### config.mk
export PLATFORM = sky130hd
export DESIGN_NAME = uec_top
export DESIGN_NICKNAME = d
export VERILOG_FILES = /design/src/rtl/uec_pkg.sv /design/src/rtl/uec_top.sv
export SDC_FILE = /design/constraint.sdc
export NUM_CORES = 1
export LEC_CHECK = 0
export ABC_AREA = 1
export BUFFER_PORTS_ARGS = -buffer_cell sky130_fd_sc_hd__buf_2
export CAP_MARGIN = 10
export CORE_MARGIN = 5
export CORE_UTILIZATION = 45
export DETAILED_ROUTE_END_ITERATION = 10
export PLACE_DENSITY = 0.78
export RECOVER_POWER = 25
export SETUP_SLACK_MARGIN = 0.05
export SLEW_MARGIN = 20
export SYNTH_ARGS = -nofsm -noshare
export SYNTH_HDL_FRONTEND = slang
export SYNTH_SLANG_ARGS = --single-unit
### constraint.sdc
create_clock -name sys_clk -period 3.2 [get_ports sys_clk]
set_clock_uncertainty 0.2 [all_clocks]
set_input_delay 0.48 -clock sys_clk [delete_from_list [all_inputs] [get_ports sys_clk]]
set_output_delay 0.48 -clock sys_clk [all_outputs]
set_load 0.02 [all_outputs]
### src/rtl/uec_pkg.sv
// Package of constants and types for the USB endpoint control block
`default_nettype none
package uec_pkg;
  // ****************************************
  // Register indices (byte address is four times the index)
  // ****************************************
  localparam logic [5:0] IDX_CTL = 6'h22;
  localparam logic [5:0] IDX_CNT0RX = 6'h26;
  localparam logic [5:0] IDX_CNT0TX = 6'h27;
  localparam logic [5:0] IDX_EP1TX = 6'h28;
  localparam logic [5:0] IDX_CNT1TX = 6'h29;
  localparam logic [5:0] IDX_EP2RX = 6'h2A;
  localparam logic [5:0] IDX_CNT2RX = 6'h2B;
  localparam logic [5:0] IDX_EP2TX = 6'h2C;
  localparam logic [5:0] IDX_CNT2TX = 6'h2D;
  localparam logic [5:0] IDX_EP3TX = 6'h2E;
  localparam logic [5:0] IDX_CNT3TX = 6'h2F;
  localparam logic [5:0] IDX_EP4TX = 6'h30;
  localparam logic [5:0] IDX_CNT4TX = 6'h31;
  localparam logic [5:0] IDX_EP5TX = 6'h32;
  localparam logic [5:0] IDX_CNT5TX = 6'h33;
  localparam logic [5:0] IDX_ISR = 6'h38;
  localparam logic [5:0] IDX_IMR = 6'h39;
  localparam logic [1:0] ADDR_ALIGN = 2'h0;
  // ****************************************
  // Field layout
  // ****************************************
  localparam int STAT_LSB = 0;
  localparam int STAT_MSB = 1;
  localparam int TOG_BIT = 2;
  localparam int DONE_BIT = 3;
  localparam int FORCE_BUS_RESET_BIT = 0;
  localparam logic [3:0] UPPER_ZERO = 4'h0;
  localparam logic [7:0] REG_RESET = 8'h00;
  // ****************************************
  // Status encodings and handshakes
  // ****************************************
  localparam logic [1:0] ST_DIS = 2'h0;
  localparam logic [1:0] ST_STALL = 2'h1;
  localparam logic [1:0] ST_NAK = 2'h2;
  localparam logic [1:0] ST_VALID = 2'h3;
  localparam logic [1:0] HS_ACK = 2'h0;
  localparam logic [1:0] HS_NAK = 2'h1;
  localparam logic [1:0] HS_STALL = 2'h2;
  localparam logic [1:0] HS_DATA = 2'h3;
  // ****************************************
  // Counters, endpoints, interrupts
  // ****************************************
  localparam logic [6:0] CNT_NARROW = 7'h0F;
  localparam logic [6:0] CNT_WIDE = 7'h7F;
  localparam logic [6:0] CNT_ZERO = 7'h00;
  localparam logic [6:0] CNT_ONE = 7'h01;
  localparam logic [2:0] EP0 = 3'h0;
  localparam logic [2:0] EP2 = 3'h2;
  localparam int INT_W = 5;
  localparam int INT_TX = 0;
  localparam int INT_RX = 1;
  localparam int INT_SETUP = 2;
  localparam int INT_STALL = 3;
  localparam int INT_RST = 4;
  typedef enum logic [1:0] {PH_IDLE, PH_IN_WAIT, PH_RX} uec_phase_type;
endpackage
`default_nettype wire

### src/rtl/uec_top.sv
// Endpoint status, toggle and byte count logic for USB endpoints
`default_nettype none
module uec_top
  import uec_pkg::*;
(
  input wire logic sys_clk,
  input wire logic rst,
  input wire logic [7:0] reg_addr,
  input wire logic [7:0] reg_wdata,
  input wire logic reg_wr,
  input wire logic reg_rd,
  output logic [7:0] reg_rdata,
  output logic irq,
  output logic force_bus_reset,
  input wire logic bus_reset,
  input wire logic in_token,
  input wire logic out_token,
  input wire logic setup_token,
  input wire logic [2:0] tok_ep,
  input wire logic host_ack,
  input wire logic rx_byte,
  input wire logic rx_end,
  input wire logic rx_ok,
  input wire logic rx_data1,
  output logic byte_store,
  output logic hs_valid,
  output logic [1:0] hs_code,
  output logic [6:0] tx_len,
  output logic tx_data1
);
  // ****************************************
  // Decoding helpers
  // ****************************************
  function automatic logic [5:0] tx_ctl_idx(input int e);
    case (e)
      1: tx_ctl_idx = IDX_EP1TX;
      2: tx_ctl_idx = IDX_EP2TX;
      3: tx_ctl_idx = IDX_EP3TX;
      4: tx_ctl_idx = IDX_EP4TX;
      default: tx_ctl_idx = IDX_EP5TX;
    endcase
  endfunction

  function automatic logic [5:0] tx_cnt_idx(input int e);
    case (e)
      0: tx_cnt_idx = IDX_CNT0TX;
      1: tx_cnt_idx = IDX_CNT1TX;
      2: tx_cnt_idx = IDX_CNT2TX;
      3: tx_cnt_idx = IDX_CNT3TX;
      4: tx_cnt_idx = IDX_CNT4TX;
      default: tx_cnt_idx = IDX_CNT5TX;
    endcase
  endfunction

  function automatic logic [6:0] cnt_mask(input int e);
    cnt_mask = (e == 2) ? CNT_WIDE : CNT_NARROW;
  endfunction

  // ****************************************
  // Declarations
  // ****************************************
  logic [1:0] tx_stat_q [1:5];
  logic tx_tog_q [1:5];
  logic tx_done_q [1:5];
  logic [6:0] tx_cnt_q [0:5];
  logic [7:0] tx_ctl_rd [1:5];
  logic [5:1] ack_ep;
  logic [5:1] setup_ep;
  logic [5:1] stall_ep;
  logic [1:0] rx_stat_q;
  logic rx_tog_q;
  logic rx_done_q;
  logic [3:0] rx0_cnt_q;
  logic [6:0] rx2_cnt_q;
  logic ctl_force_bus_reset_q;
  logic [INT_W-1:0] int_stat_q;
  logic [INT_W-1:0] int_mask_q;
  logic [INT_W-1:0] int_ev;
  logic usb_rst;
  logic usb_rst_prev_q;
  uec_phase_type phase_q;
  logic [2:0] cur_ep_q;
  logic cur_setup_q;
  logic store_ok_q;
  logic wr_ok;
  logic [5:0] idx;
  logic rx2_setup;
  logic rx2_stall;
  logic rx_good;
  logic budget_left;
  logic [7:0] rd_val;
  logic [7:0] rdata_q;
  logic hs_valid_q;
  logic [1:0] hs_code_q;
  logic [6:0] tx_len_q;
  logic tx_data1_q;

  assign idx = reg_addr[7:2];
  assign wr_ok = reg_wr && (reg_addr[1:0] == ADDR_ALIGN);
  assign usb_rst = bus_reset || ctl_force_bus_reset_q;
  assign force_bus_reset = ctl_force_bus_reset_q;

  // ****************************************
  // Receive side events for endpoint 2
  // ****************************************
  assign rx2_setup = setup_token && (tok_ep == EP2) &&
                     (rx_stat_q != ST_DIS || tx_stat_q[2] != ST_DIS);
  assign rx2_stall = rx_end && (phase_q == PH_RX) && (cur_ep_q == EP2) &&
                     !cur_setup_q && (rx_stat_q == ST_STALL);
  assign rx_good = rx_end && (phase_q == PH_RX) && (cur_ep_q == EP2) &&
                   !cur_setup_q && rx_ok && (rx_stat_q == ST_VALID) &&
                   (rx_data1 == rx_tog_q);

  // ****************************************
  // Transmit endpoints 1 to 5
  // ****************************************
  for (genvar e = 1; e <= 5; e++) begin : g_tx
    logic sel;
    logic wr_here;
    assign sel = (tok_ep == 3'(e));
    assign wr_here = wr_ok && (idx == tx_ctl_idx(e));
    assign ack_ep[e] = host_ack && (phase_q == PH_IN_WAIT) &&
                       (cur_ep_q == 3'(e));
    assign setup_ep[e] = (e == 2) ? rx2_setup :
                         (setup_token && sel && tx_stat_q[e] != ST_DIS);
    assign stall_ep[e] = (in_token && sel && tx_stat_q[e] == ST_STALL) ||
                         ((e == 2) && rx2_stall);
    assign tx_ctl_rd[e] = {UPPER_ZERO, tx_done_q[e], tx_tog_q[e],
                           tx_stat_q[e]};

    always_ff @(posedge sys_clk or posedge rst) begin
      if (rst) begin
        tx_stat_q[e] <= ST_DIS;
      end else if (usb_rst) begin
        tx_stat_q[e] <= ST_DIS;
      end else if (stall_ep[e]) begin
        tx_stat_q[e] <= ST_STALL;
      end else if (setup_ep[e]) begin
        tx_stat_q[e] <= ST_NAK;
      end else if (ack_ep[e]) begin
        tx_stat_q[e] <= ST_NAK;
      end else if (wr_here) begin
        tx_stat_q[e] <= reg_wdata[STAT_MSB:STAT_LSB];
      end
    end

    always_ff @(posedge sys_clk or posedge rst) begin
      if (rst) begin
        tx_tog_q[e] <= 1'b0;
      end else if (usb_rst) begin
        tx_tog_q[e] <= 1'b0;
      end else if (ack_ep[e]) begin
        tx_tog_q[e] <= ~tx_tog_q[e];
      end else if (wr_here) begin
        tx_tog_q[e] <= reg_wdata[TOG_BIT];
      end
    end

    // Set wins over a software clear in the same cycle
    always_ff @(posedge sys_clk or posedge rst) begin
      if (rst) begin
        tx_done_q[e] <= 1'b0;
      end else if (ack_ep[e]) begin
        tx_done_q[e] <= 1'b1;
      end else if (wr_here && !reg_wdata[DONE_BIT]) begin
        tx_done_q[e] <= 1'b0;
      end
    end
  end

  // ****************************************
  // Transmit byte counts, endpoints 0 to 5
  // ****************************************
  for (genvar c = 0; c <= 5; c++) begin : g_cnt
    always_ff @(posedge sys_clk or posedge rst) begin
      if (rst) begin
        tx_cnt_q[c] <= CNT_ZERO;
      end else if (wr_ok && idx == tx_cnt_idx(c)) begin
        tx_cnt_q[c] <= reg_wdata[6:0] & cnt_mask(c);
      end
    end
  end

  // ****************************************
  // Endpoint 2 receive control
  // ****************************************
  always_ff @(posedge sys_clk or posedge rst) begin
    if (rst) begin
      rx_stat_q <= ST_DIS;
    end else if (usb_rst) begin
      rx_stat_q <= ST_DIS;
    end else if (stall_ep[2]) begin
      rx_stat_q <= ST_STALL;
    end else if (rx2_setup) begin
      rx_stat_q <= ST_NAK;
    end else if (rx_good) begin
      rx_stat_q <= ST_NAK;
    end else if (wr_ok && idx == IDX_EP2RX) begin
      rx_stat_q <= reg_wdata[STAT_MSB:STAT_LSB];
    end
  end

  always_ff @(posedge sys_clk or posedge rst) begin
    if (rst) begin
      rx_tog_q <= 1'b0;
    end else if (usb_rst) begin
      rx_tog_q <= 1'b0;
    end else if (rx_good) begin
      rx_tog_q <= ~rx_tog_q;
    end else if (wr_ok && idx == IDX_EP2RX) begin
      rx_tog_q <= reg_wdata[TOG_BIT];
    end
  end

  always_ff @(posedge sys_clk or posedge rst) begin
    if (rst) begin
      rx_done_q <= 1'b0;
    end else if (rx_good) begin
      rx_done_q <= 1'b1;
    end else if (wr_ok && idx == IDX_EP2RX && !reg_wdata[DONE_BIT]) begin
      rx_done_q <= 1'b0;
    end
  end

  // ****************************************
  // Receive budgets
  // ****************************************
  assign budget_left = (cur_ep_q == EP0) ? (rx0_cnt_q != 4'h0) :
                       (rx2_cnt_q != CNT_ZERO);
  assign byte_store = rx_byte && (phase_q == PH_RX) && store_ok_q &&
                      budget_left;

  always_ff @(posedge sys_clk or posedge rst) begin
    if (rst) begin
      rx0_cnt_q <= 4'h0;
    end else if (byte_store && cur_ep_q == EP0) begin
      rx0_cnt_q <= rx0_cnt_q - 4'h1;
    end else if (wr_ok && idx == IDX_CNT0RX) begin
      rx0_cnt_q <= reg_wdata[3:0];
    end
  end

  always_ff @(posedge sys_clk or posedge rst) begin
    if (rst) begin
      rx2_cnt_q <= CNT_ZERO;
    end else if (byte_store && cur_ep_q == EP2) begin
      rx2_cnt_q <= rx2_cnt_q - CNT_ONE;
    end else if (wr_ok && idx == IDX_CNT2RX) begin
      rx2_cnt_q <= reg_wdata[6:0] & CNT_WIDE;
    end
  end

  // ****************************************
  // Transaction phase
  // ****************************************
  always_ff @(posedge sys_clk or posedge rst) begin
    if (rst) begin
      phase_q <= PH_IDLE;
      cur_ep_q <= EP0;
      cur_setup_q <= 1'b0;
      store_ok_q <= 1'b0;
    end else if (usb_rst) begin
      phase_q <= PH_IDLE;
    end else if (in_token) begin
      cur_ep_q <= tok_ep;
      if (tok_ep != EP0 && tok_ep <= 3'h5 &&
          tx_stat_q[tok_ep] == ST_VALID) begin
        phase_q <= PH_IN_WAIT;
      end else begin
        phase_q <= PH_IDLE;
      end
    end else if (out_token || setup_token) begin
      cur_ep_q <= tok_ep;
      cur_setup_q <= setup_token;
      store_ok_q <= (tok_ep == EP0) || setup_token ||
                    (rx_stat_q == ST_VALID);
      if (tok_ep == EP0 || rx2_setup ||
          (tok_ep == EP2 && rx_stat_q != ST_DIS)) begin
        phase_q <= PH_RX;
      end else begin
        phase_q <= PH_IDLE;
      end
    end else begin
      case (phase_q)
        PH_IN_WAIT: begin
          if (host_ack) begin
            phase_q <= PH_IDLE;
          end
        end
        PH_RX: begin
          if (rx_end) begin
            phase_q <= PH_IDLE;
          end
        end
        default: phase_q <= PH_IDLE;
      endcase
    end
  end

  // ****************************************
  // Handshake and IN packet answer
  // ****************************************
  always_ff @(posedge sys_clk or posedge rst) begin
    if (rst) begin
      hs_valid_q <= 1'b0;
      hs_code_q <= HS_ACK;
      tx_len_q <= CNT_ZERO;
      tx_data1_q <= 1'b0;
    end else begin
      hs_valid_q <= 1'b0;
      if (usb_rst) begin
        hs_valid_q <= 1'b0;
      end else if (in_token && tok_ep != EP0 && tok_ep <= 3'h5) begin
        tx_len_q <= tx_cnt_q[tok_ep];
        tx_data1_q <= tx_tog_q[tok_ep];
        hs_valid_q <= (tx_stat_q[tok_ep] != ST_DIS);
        case (tx_stat_q[tok_ep])
          ST_STALL: hs_code_q <= HS_STALL;
          ST_NAK: hs_code_q <= HS_NAK;
          default: hs_code_q <= HS_DATA;
        endcase
      end else if (rx_end && phase_q == PH_RX && rx_ok) begin
        hs_valid_q <= 1'b1;
        if (cur_setup_q || cur_ep_q == EP0) begin
          hs_code_q <= HS_ACK;
        end else begin
          case (rx_stat_q)
            ST_STALL: hs_code_q <= HS_STALL;
            ST_NAK: hs_code_q <= HS_NAK;
            default: hs_code_q <= HS_ACK;
          endcase
        end
      end
    end
  end

  assign hs_valid = hs_valid_q;
  assign hs_code = hs_code_q;
  assign tx_len = tx_len_q;
  assign tx_data1 = tx_data1_q;

  // ****************************************
  // Interface control, interrupts
  // ****************************************
  always_ff @(posedge sys_clk or posedge rst) begin
    if (rst) begin
      ctl_force_bus_reset_q <= 1'b0;
      int_mask_q <= '0;
      usb_rst_prev_q <= 1'b0;
    end else begin
      usb_rst_prev_q <= usb_rst;
      if (wr_ok && idx == IDX_CTL) begin
        ctl_force_bus_reset_q <= reg_wdata[FORCE_BUS_RESET_BIT];
      end
      if (wr_ok && idx == IDX_IMR) begin
        int_mask_q <= reg_wdata[INT_W-1:0];
      end
    end
  end

  assign int_ev[INT_TX] = |ack_ep;
  assign int_ev[INT_RX] = rx_good;
  assign int_ev[INT_SETUP] = |setup_ep;
  assign int_ev[INT_STALL] = |stall_ep;
  assign int_ev[INT_RST] = usb_rst && !usb_rst_prev_q;

  always_ff @(posedge sys_clk or posedge rst) begin
    if (rst) begin
      int_stat_q <= '0;
    end else if (wr_ok && idx == IDX_ISR) begin
      int_stat_q <= (int_stat_q & ~reg_wdata[INT_W-1:0]) | int_ev;
    end else begin
      int_stat_q <= int_stat_q | int_ev;
    end
  end

  assign irq = |(int_stat_q & int_mask_q);

  // ****************************************
  // Read path
  // ****************************************
  always_comb begin
    rd_val = REG_RESET;
    if (reg_addr[1:0] == ADDR_ALIGN) begin
      case (idx)
        IDX_CTL: rd_val = {7'h00, ctl_force_bus_reset_q};
        IDX_CNT0RX: rd_val = {UPPER_ZERO, rx0_cnt_q};
        IDX_CNT0TX: rd_val = {1'b0, tx_cnt_q[0]};
        IDX_EP1TX: rd_val = tx_ctl_rd[1];
        IDX_CNT1TX: rd_val = {1'b0, tx_cnt_q[1]};
        IDX_EP2RX: rd_val = {UPPER_ZERO, rx_done_q, rx_tog_q, rx_stat_q};
        IDX_CNT2RX: rd_val = {1'b0, rx2_cnt_q};
        IDX_EP2TX: rd_val = tx_ctl_rd[2];
        IDX_CNT2TX: rd_val = {1'b0, tx_cnt_q[2]};
        IDX_EP3TX: rd_val = tx_ctl_rd[3];
        IDX_CNT3TX: rd_val = {1'b0, tx_cnt_q[3]};
        IDX_EP4TX: rd_val = tx_ctl_rd[4];
        IDX_CNT4TX: rd_val = {1'b0, tx_cnt_q[4]};
        IDX_EP5TX: rd_val = tx_ctl_rd[5];
        IDX_CNT5TX: rd_val = {1'b0, tx_cnt_q[5]};
        IDX_ISR: rd_val = {3'h0, int_stat_q};
        IDX_IMR: rd_val = {3'h0, int_mask_q};
        default: rd_val = REG_RESET;
      endcase
    end
  end

  always_ff @(posedge sys_clk or posedge rst) begin
    if (rst) begin
      rdata_q <= REG_RESET;
    end else begin
      rdata_q <= reg_rd ? rd_val : REG_RESET;
    end
  end

  assign reg_rdata = rdata_q;

  // ****************************************
  // Assertions
  // ****************************************
  property p_setup_nak;
    @(posedge sys_clk) disable iff (rst)
    setup_token && tok_ep == 3'h1 && tx_stat_q[1] != ST_DIS && !usb_rst
    |=> tx_stat_q[1] == ST_NAK;
  endproperty
  a_setup_nak: assert property (p_setup_nak)
    else $error("setup did not force NAK");

  property p_stall_both;
    @(posedge sys_clk) disable iff (rst)
    in_token && tok_ep == EP2 && tx_stat_q[2] == ST_STALL && !usb_rst
    |=> rx_stat_q == ST_STALL && hs_valid && hs_code == HS_STALL;
  endproperty
  a_stall_both: assert property (p_stall_both)
    else $error("stall did not reach both fields");

  property p_rst_tx;
    @(posedge sys_clk) disable iff (rst)
    usb_rst |=> tx_stat_q[3] == ST_DIS && !tx_tog_q[3];
  endproperty
  a_rst_tx: assert property (p_rst_tx)
    else $error("transmit control not cleared by USB reset");

  property p_rst_rx;
    @(posedge sys_clk) disable iff (rst)
    usb_rst |=> rx_stat_q == ST_DIS && !rx_tog_q && !hs_valid;
  endproperty
  a_rst_rx: assert property (p_rst_rx)
    else $error("receive control not cleared by USB reset");

  property p_upper_zero;
    @(posedge sys_clk) disable iff (rst)
    reg_rd && reg_addr == {IDX_EP4TX, ADDR_ALIGN}
    |=> reg_rdata[7:4] == UPPER_ZERO &&
        reg_rdata[STAT_MSB:STAT_LSB] == $past(tx_stat_q[4]);
  endproperty
  a_upper_zero: assert property (p_upper_zero)
    else $error("control read upper bits not zero");

  property p_tx_ack;
    @(posedge sys_clk) disable iff (rst)
    ack_ep[1] && !usb_rst |=> tx_done_q[1] && tx_stat_q[1] == ST_NAK &&
                              tx_tog_q[1] != $past(tx_tog_q[1]);
  endproperty
  a_tx_ack: assert property (p_tx_ack)
    else $error("ACK did not finish transmit transfer");

  property p_rx_good;
    @(posedge sys_clk) disable iff (rst)
    rx_good && !usb_rst |=> rx_done_q && rx_stat_q == ST_NAK &&
                            rx_tog_q != $past(rx_tog_q);
  endproperty
  a_rx_good: assert property (p_rx_good)
    else $error("good reception not recorded");

  property p_budget;
    @(posedge sys_clk) disable iff (rst)
    byte_store && cur_ep_q == EP2 |=> rx2_cnt_q == $past(rx2_cnt_q) - CNT_ONE;
  endproperty
  a_budget: assert property (p_budget)
    else $error("budget did not count down");

  property p_no_wrap;
    @(posedge sys_clk) disable iff (rst)
    rx_byte && phase_q == PH_RX && cur_ep_q == EP0 && rx0_cnt_q == 4'h0
    |-> !byte_store ##1 rx0_cnt_q == 4'h0;
  endproperty
  a_no_wrap: assert property (p_no_wrap)
    else $error("budget wrapped or byte stored past budget");

  property p_in_len;
    @(posedge sys_clk) disable iff (rst)
    in_token && tok_ep == 3'h3 && tx_stat_q[3] == ST_VALID && !usb_rst
    |=> hs_code == HS_DATA && tx_len == $past(tx_cnt_q[3]);
  endproperty
  a_in_len: assert property (p_in_len)
    else $error("IN answer length wrong");
endmodule
`default_nettype wire

== Yosys cells after proc, flatten, opt, wreduce, memory -nomap -nowiden ==
Index checks and enable logic that the tools add are counted.

* Flip-flop bits (word level): 100
* Input port bits: 32
* Output and inout port bits: 22
* Logic and storage cells: 321

* Add/sub/neg operators: 2
* $lt $le $gt $ge: 2
* Equality and inequality tests: 43
* Muxes and demuxes: 96
* Bitwise logic cells: 14
* Reductions and logical operators: 125

{| class="wikitable"
|+ Operators with widths
! kind !! count
|-
| $pmux W7 S17 || 1
|-
| $eq A6 B6 Y1 const B || 17
|-
| $mux W2 || 41
|-
| $logic_and A1 B1 Y1 || 69
|-
| $mux W1 || 37
|-
| $mux W7 || 5
|-
| $reduce_bool A2 Y1 || 17
|-
| $reduce_bool A5 Y1 || 6
|-
| $bmux W7 S3 || 1
|-
| $reduce_bool A3 Y1 || 7
|-
| $reduce_or A5 Y1 || 4
|-
| $eq A2 B1 Y1 const B || 8
|-
| $eq A3 B2 Y1 const B || 4
|-
| $eq A3 B3 Y1 const B || 4
|-
| $pmux W2 S2 || 3
|-
| $and A5 B5 Y5 || 2
|-
| $eq A2 B2 Y1 const B || 5
|-
| $ne A5 B4 Y1 const B || 2
|-
| $or A5 B5 Y5 || 2
|-
| $logic_or A1 B1 Y1 || 9
|-
| $mux W4 || 2
|-
| $mux W8 || 1
|-
| $not A1 Y1 || 8
|-
| $reduce_and A2 Y1 || 4
|-
| other kinds (18) || 23
|}

== Depth between registers and ports, before layout ==
Gate-level depths: netlist of the first run.

* Word-level depth: 11
* Gate-level depth with buffers: 11
* Depth with buffers taken out: 11

== Worst setup path after synthesis of the first run ==
OpenSTA, ideal clock, no wires.

* Path kind: register to output
* From: reg rx0_cnt_q[0]
* To: out byte_store
* Data arrival time: 1,081 ps
* Required time: 2,520 ps
* Slack: 1,439 ps
* Stages on the path, launching flop included: 8
* Path buffers: 0
* Cells stage by stage: dfrtp_1 -> inv_1 -> ha_1 -> nand2_1 -> nor2_1 -> a21oi_2 -> nand2_1 -> inv_1

* Word-level cells in the longest chain between the ends: 3

{| class="wikitable"
|+ RTL lines
! item !! RTL line !! source
|-
| start, declared || uec_top.sv:73 || <nowiki>logic [3:0] rx0_cnt_q;</nowiki>
|-
| start signal, assigned || uec_top.sv:237 || <nowiki>rx0_cnt_q <= rx0_cnt_q - 4'h1;</nowiki>
|-
| start signal, assigned || uec_top.sv:239 || <nowiki>rx0_cnt_q <= reg_wdata[3:0];</nowiki>
|-
| $reduce_bool A4 Y1 || uec_top.sv:228 || <nowiki>assign budget_left = (cur_ep_q == EP0) ? (rx0_cnt_q != 4'h0) :</nowiki>
|-
| $mux W1 || uec_top.sv:228 ||
|-
| $logic_and A1 B1 Y1 || uec_top.sv:230 || <nowiki>assign byte_store = rx_byte && (phase_q == PH_RX) && store_ok_q &&</nowiki>
|-
| end, declared || uec_top.sv:25 || <nowiki>output logic byte_store,</nowiki>
|}

No other way between the ends.

== Worst setup path in the final report of the first run ==
Ends and elaborated chain as after synthesis.

==> summary.txt, run 1 <==
Status
  – Status: finished with violations
  – Violated checks: capacitance limit

Synthesis
  – Yosys reg bits: slightly below 100
  – Seq/Total Area, Yosys: between 40% and 50%
  – Post-synthesis cell type count: 40
  – Ys async rst share: 100%
  – Synth Net Count: 895
  – Synth area leaders: dfrtp_1 42%, nand2_1 20%, o21ai_0 6.4%
  – Share of the synthesized area in the top cell type: 41.9%
  – Mapped Area: approximately 0.006 mm2
  – Number of flops mapped to enable cells by yosys: 0
  – Syn Area/Cell: ~7 um2
  – Post-synth top flop: dfrtp_1
  – Largest area contributor in the netlist: dfrtp_1
  – Yosys warns: 0
  – Post-Syn Instances: 860

Clocking
  – CTS HTree Levels: 3
  – CTS resizes: 0
  – Worst-path clk slew: ~0.07 ns
  – Post-CTS Setup Inserts: 0
  – CTS sink cnt: 99
  – Clk buf depth: 2
  – Post-CTS Hold Buffers: 0
  – CTS tree: built
  – CTS buffer count: 9
  – Worst-Skew Late Latency: 0.35 ns
  – Root Driver: clkbuf_16

STA
  – Setup TNS: 0 ns
  – Period utilization: 75.2%
  – # setup viols final: 0
  – F_max: a little over 400 MHz
  – Min Hold Slack: roughly 0.20 ns
  – RSZ-0062 raised after global routing: false
  – Worst-Margin Slew: between 1 and 1.5 ns
  – Rel. slew slack: ~1.5%
  – Hold Fails Final Rpt: 0
  – Final Critical Period: between 2 and 2.5 ns
  – Pins over their slew limit: 0

Setup path
  – Required @ worst endpoint: about 2.5 ns
  – Critical path's slowest cell: dfrtp_1
  – Crit-path max cell delay: ~0.41 ns
  – Critical Path Start Type: register
  – Worst-path fanout max: 4
  – CP arrival: 1.73 ns
  – Crit Path Category: register to output pin
  – Worst r2r path cells: 8
  – Crit path capture type: output pin
  – CP cell instances: inv_1 -> ha_1 -> nand2_1 -> nor2_1 -> a21oi_2 -> nand2_1 -> inv_1 -> buf_2

GRT
  – Pin count of the biggest net entering global routing: 46
  – First-pass GRT wire length: between 20 and 30 mm
  – Gr ovfl total: 0
  – Number of global-route vias before repair: between 5k and 6k
  – Total track usage: 22.9%
  – Initial antenna violation count: 0

Routing
  – Vias/cell: 5.40
  – DR WL met3: approximately 1.6 mm
  – DRT Wirelength: about 18 mm
  – Met1 wire length: approximately 7.6 mm
  – DRC viols: 0
  – Final ANT Viol Nets: 0
  – Top sig layer: met4
  – Vias: approximately 6k
  – Met2 WL: around 7.9 mm
  – DRT iter0 DRCs: 623
  – Avg WL per Cell: around 16 um
  – 1st-pass router iterations: 5

Pwr
  – LEAKAGE: approximately 3.4 nW
  – Pwr dens: 451 mW/mm2
  – Maximum VDD drop: just under 0.3 mV

Die
  – Placeable core region: ~0.013 mm2
  – Rows: slightly above 40
  – Initial Utilization: 46.4%
  – Die Width: ~120 um
  – Die Ht: between 100 and 150 um
  – Ports: 54
  – Full die area: around 0.016 mm2

Job
  – Max-Cap Viols: 1

Finish
  – Finished Cell Area: 0.00663 mm2
  – Nets@finish: 947
  – Fin util: approximately 52%
  – Layout cells sized above 1: around 13%
  – Syn-to-layout area delta: 12.3%
  – Ant. Diodes: 0

Placed design
  – Cell Area, Placed: approximately 0.0063 mm2
  – Placer congestion estimate: between 0.9 and 1
  – IO buf count: 51
  – Post-DP HPWL: roughly 13 mm

Hold path
  – Hold Path Class: primary input to register
  – Hold Path Stages: 3
## cells in the final DEF, fill, tap and decap left out, types with 2 or more instances in the layout
cell type	n
a211oi_1	2
a21oi_1	17
buf_2	51
buf_4	2
clkbuf_16	9
clkinvlp_4	2
dfrtp_1	99
ha_1	3
inv_1	77
inv_2	9
inv_6	2
nand2_1	320
nand2_2	6
nand3_1	52
nand3_2	3
nand4_1	19
nor2_1	87
nor2_2	14
nor2_4	7
nor3_1	6
nor3_2	2
o2111ai_1	2
o211ai_1	4
o21ai_0	75
o21ai_1	19
o22ai_1	3
xor2_1	6
## metal layers
metal / GRT usage, % / up-vias
li1: - / 2873
met1: 31.5 / 2698
met2: 35.5 / 272
met3: 5.02 / 38
met4: 8.64 / 0
met5: 0 / -
## state kept, by name, indices dropped and copies added, names as in the netlist, 4 cells and up
name / cells
rx2_cnt_q: 7
tx_ctl_rd: 20
reg_rdata: 7
tx_cnt_q: 27
int_mask_q: 5
tx_len: 7
int_stat_q: 5
rx0_cnt_q: 4
## critical path: cells and delay by family (launching register included)
family	cells	cell delay, ns
adder cells (fa/ha/maj)	1	0.25
AND/OR/NAND/NOR	3	0.21
AO/OA/AOI/OAI	1	0.19
flip-flops	1	0.41
buffers and inverters	3	0.31
## final cells by class
class | count | area, um2
sequential | 99 | 2480
tap | 172 | 215
clock inverter | 6 | 71.3
multi-input combinational | 659 | 3020
fill | 1297 | 6090
inverter | 89 | 337
clock buffer | 10 | 239
timing repair buffer | 54 | 275
## final timing paths
path / startpoint / endpoint / slack, ns
worst max-delay path: rx0_cnt_q[0]$_DFFE_PP0P_ / byte_store / 0.79
min in group asynchronous: rst / reg_rdata[1]$_DFF_PP0_ / 0.25
worst min-delay path: reg_wdata[5] / tx_cnt_q[26]$_DFFE_PP0P_ / 0.20
worst min register to register: tx_len[1]$_DFFE_PP0P_ / tx_len[1]$_DFFE_PP0P_ / 0.28
max in group asynchronous: rst / tx_ctl_rd[10]$_DFFE_PP0P_ / 0.88
worst max register to register: rx0_cnt_q[0]$_DFFE_PP0P_ / rx0_cnt_q[3]$_DFFE_PP0P_ / 1.13
## Yosys cell counts (2+ instances only)
master     instances
buf_4              2
o22ai_1            3
nand3_2            3
o21ai_0           75
buf_6              2
o211ai_1           4
nor2_2            14
o21ai_1           19
nor2_4             7
nor2_1            87
nand2_2            6
nor3_1             6
dfrtp_1           99
nand4_1           19
inv_1             78
a211oi_1           2
clkbuf_1           4
nand3_1           52
buf_2              5
xor2_1             6
nor3_2             2
nand2_1          320
inv_2              9
a21oi_1           17
ha_1               3
o2111ai_1          2
## where the power goes
group	internal (W)	switching, W	leakage (nW)
combinational	0.000135	0.000297	1.97
sequential	0.00133	0.0000906	1.32
clock	0.000635	0.000503	0.146
## logic make-up (layout without fill, tap and decap cells)
logic type	count (synthesis)	in the layout	share of synthesized area, %
fa+ha+maj	3	3	0.635
simple gates	522	522	38.0
flops	99	99	41.9
xor+xnor	7	7	1.04
buf+inv	102	159	6.99
compound gates	126	126	11.3
other cells	1	1	0.0635
## metrics by stage
step | worst slack (ns) | std cells | total power, W
5_1_grt | 0.420 | 1089 | 0.00313
3_3_place_gp | 0.904 | 1073 | 0.00186
3_5_place_dp | 0.911 | 1073 | 0.00187
2_1_floorplan | 1.34 | 860 | 0.00171
6_report | 0.792 | 1089 | 0.00299
4_1_cts | 0.797 | 1089 | 0.00300
(Power assumes the default switching activity.)
==> run 2, diff against run 1 <==
==> constraint.sdc (replaced) <==
create_clock -name sys_clk -period 2 [get_ports sys_clk]
set_clock_uncertainty 0.2 [all_clocks]
set_input_delay 0.3 -clock sys_clk [delete_from_list [all_inputs] [get_ports sys_clk]]
set_output_delay 0.3 -clock sys_clk [all_outputs]
set_load 0.02 [all_outputs]
==> run 2 against run 1 <==
  * The run now ends clean
  * Die area stayed put
  * Core utilization rose by 1.9 points
  * Final cell count is 2.1% higher
  * Largest cell class unchanged
==> summary.txt, run 2 (same netlist as run 1, synthesis figures left out) <==
Placed design
  – Pre-CTS setup slack: 0.0567 ns (-0.854 ns)
  – IO buf count: 51 (unchanged)
  – Post-DP HPWL: 13.4 mm (-0.25%)
  – Cell total after placement: 1082 (+0.84%)
  – Placer congestion estimate: 0.982 (+1.3%)

Clocking
  – Root Driver: clkbuf_16
  – CTS sink cnt: 99 (unchanged)
  – CTS tree: built
  – Clk buf depth: 2 (unchanged)
  – CTS buffer count: 9 (unchanged)
  – CTS HTree Levels: 3 (unchanged)
  – Worst-path clk slew: 0.07 ns (about the same)
  – Worst-Skew Late Latency: 0.36 ns (about the same)

Finish
  – Area occupied by multi-input gates: 0.00307 mm2 (+1.8%)
  – Ant. Diodes: 0 (unchanged)
  – Nets@finish: 970 (+2.4%)
  – Most common cell after layout, fill and taps aside: nand2_1
  – Max FFs per register: 27 (unchanged)
  – Commonest cells after routing, fill and taps aside: 319 x nand2_1, 99 x dfrtp_1, 86 x nor2_1
  – Sequential Area: 0.00248 mm2 (unchanged)
  – Fillcell total: 1274 (-1.8%)
  – Final cell count without fillers: 1112 (+2.1%)
  – Largest reg by FF count: tx_cnt_q
  – Syn-to-layout area delta: 16.5%
  – Layout cells sized above 1: 16.0% (+3.2 points)

Setup path
  – Setup slack, reg-to-reg: 0.15 ns (-0.98 ns)
  – Reg2reg end: rx0_cnt_q[3]$_DFFE_PP0P_
  – Worst-path fanout max: 2 (-2)
  – CP arrival: 1.43 ns (-0.30 ns)
  – Required @ worst endpoint: 1.50 ns (-1.02 ns)
  – Critical path's slowest cell: dfrtp_1
  – Crit Path Category: register to output pin
  – Crit path capture type: output pin
  – Crit-path max cell delay: 0.37 ns (-0.04 ns)
  – FF-to-FF Start: cur_ep_q[1]$_DFFE_PP0P_
  – CP cell instances: inv_2 -> ha_4 -> nand2_4 -> nor2_4 -> a21oi_2 -> nand2_1 -> inv_1 -> buf_6
  – Worst r2r path cells: 9 (+1)
  – Critical Path Start Type: register

Routing
  – DRT Wirelength: 18.2 mm (+3.3%)
  – Vias/cell: 5.39 (-0.25%)
  – Vias: 5990 (+1.9%)
  – 1st-pass router iterations: 5 (unchanged)
  – Avg WL per Cell: 16.4 um (+1.1%)
  – DRC viols: 0 (unchanged)
  – DRT iter0 DRCs: 827 (+33%)
  – Final ANT Viol Nets: 0 (unchanged)

GRT
  – Number of global-route vias before repair: 5714 (+2.0%)
  – Initial antenna violation count: 0 (unchanged)
  – Gr ovfl total: 0 (unchanged)
  – Total track usage: 23.5% (+0.62 points)
  – First-pass GRT wire length: 29.3 mm (+2.5%)
  – Pin count of the biggest net entering global routing: 100 (+120%)

STA
  – Final Critical Period: just under 2 ns
  – RSZ-0062 raised after global routing: true
  – Final setup margin: 0.0695 ns (-0.723 ns)
  – Pins over their slew limit: 0 (unchanged)
  – F_max: slightly above 500 MHz
  – Worst-Margin Slew: 0.915 ns (-0.554 ns)
  – # setup viols final: 0 (unchanged)
  – Rel. slew slack: 39.0% (+37 points)
  – Hold Fails Final Rpt: 0 (unchanged)
  – Period utilization: between 90% and 100%

Die
  – Rows: 41 (unchanged)
  – Initial Utilization: 46.4% (unchanged)
  – Die Width: 125 um (unchanged)
  – Full die area: 0.0155 mm2 (unchanged)
  – Die Ht: 125 um (unchanged)
  – Placeable core region: 0.0127 mm2 (unchanged)
  – Ports: 54 (unchanged)

Pwr
  – LEAKAGE: 3.55 nW (+3.5%)
  – Maximum VDD drop: 0.443 mV (+51%)
  – Pwr dens: 706 mW/mm2 (+56%)

Hold path
  – Hold Path Class: primary input to register
  – Worst Hold Endpoint: tx_cnt_q[26]$_DFFE_PP0P_
  – Hold Startpoint: reg_wdata[5]
  – Hold Path Stages: 3 (unchanged)

Job
  – Max-Cap Viols: 0 (-1)

Status
  – Status: completed
-- run 2: per-layer routing --
metal	global-route usage (%)	share of wire [%]	routed length, um	up-vias
met2	36.9	45	8230	312
met4	8.58	2.5	450	0
met1	32.8	43	7790	2727
met5	0	0	0	-
li1	-	-	-	2916
met3	4.12	9.5	1740	35
-- run 2: worst max path at each step --
stage | from | end | cells past startpoint
6_report | rx0_cnt_q[1]$_DFFE_PP0P_ | byte_store | 8
5_1_grt | rx0_cnt_q[0]$_DFFE_PP0P_ | rx0_cnt_q[3]$_DFFE_PP0P_ | 9
4_1_cts | phase_q[0]$_DFFE_PP0P_ | byte_store | 6
3_5_place_dp | reg_addr[1] | rx2_cnt_q[0]$_DFFE_PP0P_ | 11
3_3_place_gp | reg_addr[1] | rx2_cnt_q[0]$_DFFE_PP0P_ | 11
2_1_floorplan | rx0_cnt_q[0]$_DFFE_PP0P_ | rx2_cnt_q[5]$_DFFE_PP0P_ | 9
-- run 2: worst max-delay path, delay by kind of cell, from the launching register on --
family | cells | cell delay [ns]
flip-flops | 1 | 0.37
AO/OA/AOI/OAI | 1 | 0.15
adder cells (fa/ha/maj) | 1 | 0.16
buffers and inverters | 3 | 0.23
AND/OR/NAND/NOR | 3 | 0.16
-- run 2: timing repair --
item / CTS / global route
hold endpoints to repair: 99 / 0
gates resized for setup: 12 / 8
cloned: 0 / 0
pin swaps: 5 / 6
endpoints found under the setup margin: 2 / 15
setup buffers: 10 / 3
hold buffers: 1 / 0
-- run 2: power by group --
part / internal [W] / leakage (nW) / switching [W]
logic: 0.000272 / 2.09 / 0.000523
clock network: 0.00100 / 0.145 / 0.000793
registers: 0.00213 / 1.32 / 0.000133
-- run 2: through the flow --
stage | util [%] | hold slack, ns | setup TNS (ns) | power (W) | cell area, um2
after global placement | 50.5 | 0.263 | 0 | 0.00300 | 6420
after CTS | 53.7 | 0.00863 | 0 | 0.00485 | 6840
after floorplan | - | 0.213 | 0 | 0.00274 | 5910
after detailed placement | 50.5 | 0.264 | 0 | 0.00301 | 6420
final | 54.1 | 0.0202 | 0 | 0.00486 | 6880
after global routing | 54.1 | 0.0499 | -0.0139 | 0.00507 | 6880
-- run 2: area by class of cell --
| class | count | area share (%) |
|---|---|---|
| multi-input combinational | 659 | 44.6 |
| inverter | 89 | 4.93 |
| clock inverter | 6 | 0.927 |
| timing repair buffer | 77 | 6.89 |
| tap | 172 | 3.13 |
| sequential | 99 | 36.0 |
| clock buffer | 10 | 3.47 |
==> run 3, diff against run 2 <==
--- a/config.mk
+++ b/config.mk
@@ -13,6 +13,7 @@
 export DETAILED_ROUTE_END_ITERATION = 10
 export PLACE_DENSITY = 0.78
 export RECOVER_POWER = 25
+export REMOVE_ABC_BUFFERS = 1
 export SETUP_SLACK_MARGIN = 0.05
 export SLEW_MARGIN = 20
 export SYNTH_ARGS = -nofsm -noshare
==> run 3 against run 2 <==
  * Combinational power is 2% higher
  * Wire length decreased by 0.39%
  * Highest routed layer unchanged
  * Final area up 0.62%
  * Final cell count is 0.45% higher
  * Via count down 0.38%
  * Setup slack worse by 0.049 ns
  * First-iteration DRC count down 31%
  * Flip-flop and latch count did not move
  * Critical path type unchanged
  * Clock power decreased by 2%
  * Critical path depth unchanged
  * Largest power group unchanged
==> summary.txt, run 3 (same netlist as run 1, synthesis figures left out) <==
STA
  – Pins over their slew limit: 0 (unchanged)
  – Worst-Margin Slew: 0.725 ns (-0.191 ns)
  – Setup TNS: 0 ns (unchanged)
  – RSZ-0062 raised after global routing: true
  – F_max: 505 MHz (-2.5%)
  – # setup viols final: 0 (unchanged)
  – Hold Fails Final Rpt: 0 (unchanged)
  – Rel. slew slack: 51.6% (+13 points)
  – Final Critical Period: 1.98 ns (+0.0489 ns)
  – Final setup margin: 0.0206 ns (-0.0489 ns)
  – Period utilization: 99.0% (+2.4 points)

Finish
  – Sequential Area: 0.00248 mm2 (unchanged)
  – Most common cell after layout, fill and taps aside: nand2_1
  – Fillcell total: 1263 (-0.86%)
  – Syn-to-layout area delta: 17.2%
  – Layout cells sized above 1: 16.9% (+0.97 points)
  – Commonest cells after routing, fill and taps aside: 320 x nand2_1, 99 x dfrtp_1, 84 x nor2_1
  – Final cell count without fillers: 1117 (+0.45%)
  – Ant. Diodes: 0 (unchanged)
  – Fin util: 54.4% (+0.33 points)
  – Largest reg by FF count: tx_cnt_q
  – Area occupied by multi-input gates: 0.00308 mm2 (+0.16%)
  – Nets@finish: 975 (+0.52%)
  – Max FFs per register: 27 (unchanged)
  – Finished Cell Area: 0.00692 mm2 (+0.62%)

Clocking
  – CTS sink cnt: 99 (unchanged)
  – Worst-Skew Late Latency: 0.36 ns (about the same)
  – Worst-path clk slew: 0.08 ns (about the same)
  – CTS tree: built
  – CTS HTree Levels: 3 (unchanged)
  – Clk buf depth: 2 (unchanged)
  – Root Driver: clkbuf_16
  – CTS buffer count: 9 (unchanged)

Placed design
  – Pre-CTS setup slack: 0.116 ns (+0.0597 ns)
  – IO buf count: 51 (unchanged)
  – Cell Area, Placed: 0.00645 mm2 (+0.53%)
  – Placer congestion estimate: 0.972 (-1.0%)
  – Post-DP HPWL: 13.5 mm (+0.79%)
  – Cell total after placement: 1085 (+0.28%)

Hold path
  – Hold Path Class: primary input to register
  – Worst Hold Endpoint: tx_cnt_q[26]$_DFFE_PP0P_
  – Hold Startpoint: reg_wdata[5]
  – Hold Path Stages: 3 (unchanged)

Die
  – Placeable core region: 0.0127 mm2 (unchanged)
  – Full die area: 0.0155 mm2 (unchanged)
  – Rows: 41 (unchanged)
  – Die Width: 125 um (unchanged)
  – Die Ht: 125 um (unchanged)
  – Initial Utilization: 46.4% (unchanged)
  – Ports: 54 (unchanged)

Routing
  – Final ANT Viol Nets: 0 (unchanged)
  – 1st-pass router iterations: 7 (+2)
  – DRT Wirelength: 18.1 mm (-0.39%)
  – DRC viols: 0 (unchanged)
  – DRT iter0 DRCs: 567 (-31%)
  – Avg WL per Cell: 16.2 um (-0.84%)
  – Vias/cell: 5.34 (-0.83%)
  – Vias: 5967 (-0.38%)

Setup path
  – Worst-path fanout max: 2 (unchanged)
  – Crit path top cell by count: inv_2
  – Crit-path max cell delay: 0.37 ns (about the same)
  – Worst Path Buf+Inv: 3 (unchanged)
  – FF-to-FF Start: rx0_cnt_q[0]$_DFFE_PP0P_
  – Crit path capture type: output pin
  – Reg2reg end: rx2_cnt_q[0]$_DFFE_PP0P_
  – CP top delay family: flip-flops
  – Setup slack, reg-to-reg: 0.16 ns (about the same)
  – Worst r2r path cells: 10 (+1)
  – Critical path's slowest cell: dfrtp_1
  – Crit Path Category: register to output pin
  – CP cell instances: inv_2 -> ha_4 -> nand2_4 -> nor2_4 -> a21oi_2 -> nand2_1 -> inv_2 -> buf_6
  – CP arrival: 1.48 ns (+0.05 ns)
  – Critical Path Start Type: register
  – Required @ worst endpoint: 1.50 ns (about the same)

Pwr
  – Pwr dens: 698 mW/mm2 (-1.1%)
  – Maximum VDD drop: 0.627 mV (+41%)
  – LEAKAGE: 3.58 nW (+0.90%)

GRT
  – Gr ovfl total: 0 (unchanged)
  – Initial antenna violation count: 0 (unchanged)
  – Total track usage: 23.5% (-0.038 points)
  – First-pass GRT wire length: 29.4 mm (+0.19%)
  – Number of global-route vias before repair: 5744 (+0.53%)
  – Pin count of the biggest net entering global routing: 36 (-64%)

Job
  – Max-Cap Viols: 0 (unchanged)

Status
  – Status: completed
-- run 3: cell count changes in the layout (fill, tap and decap cells not counted), sizes merged --
cell         previous run  this run
buf                    75        79
inv                    87        91
clkinvlp                3         0
bufinv                  1         0
dlygate4sd3             1         2
-- run 3: worst max-delay path by stage --
stage	startpoint	endpoint	slack [ns]	cells past startpoint
6_report	rx0_cnt_q[0]$_DFFE_PP0P_	byte_store	0.02	8
3_5_place_dp	rx0_cnt_q[0]$_DFFE_PP0P_	rx0_cnt_q[3]$_DFFE_PP0P_	0.12	8
2_1_floorplan	rst	cur_ep_q[0]$_DFFE_PP0P_	-1.09	1
3_3_place_gp	rx0_cnt_q[0]$_DFFE_PP0P_	rx0_cnt_q[3]$_DFFE_PP0P_	0.13	9
5_1_grt	rx0_cnt_q[0]$_DFFE_PP0P_	byte_store	-0.05	8
4_1_cts	phase_q[0]$_DFFE_PP0P_	byte_store	0.02	6
-- run 3: timing repair --
item	CTS	global route
endpoints found under the setup margin	1	18
gates cloned	0	0
hold buffers	2	0
setup buffers	10	4
gates resized for setup	12	13
endpoints found under the hold margin	30	0
pin swaps	5	5
-- run 3: area by class of cell --
type | count | area share [%]
Clock inverter | 6 | 0.795
Sequential cell | 99 | 35.8
Multi-Input combinational cell | 659 | 44.4
Clock buffer | 10 | 3.45
Inverter | 89 | 4.84
Tap cell | 172 | 3.11
Timing Repair Buffer | 82 | 7.57
-- run 3: power by group --
part	switching [W]	internal, W
registers	0.000132	0.00213
logic	0.000526	0.000284
clock network	0.000853	0.000906
-- run 3: worst register-to-register path, cell delays in order, from the launching register on --
cell and delay (ns):
dfrtp_1 0.37, inv_2 0.06, ha_4 0.17, nand2_4 0.06
nor2_4 0.04, a21oi_2 0.16, buf_4 0.15, nand3_2 0.14
buf_4 0.19, o21ai_0 0.14, inv_1 0.05
-- run 3: metal layers --
layer	GRT usage, %	up-vias	wire (um)
met5	0	-	0
met3	5.62	43	1440
li1	-	2925	-
met1	32.2	2750	7960
met2	36.9	249	8250
met4	7.29	0	489
-- run 3: stage by stage --
step / hold slack (ns) / power [W]
final: 0.00719 / 0.00483
after global routing: 0.0128 / 0.00505
after CTS: 0.00180 / 0.00482
after detailed placement: 0.155 / 0.00301
after global placement: 0.147 / 0.00300
after floorplan: 0.215 / 0.00273
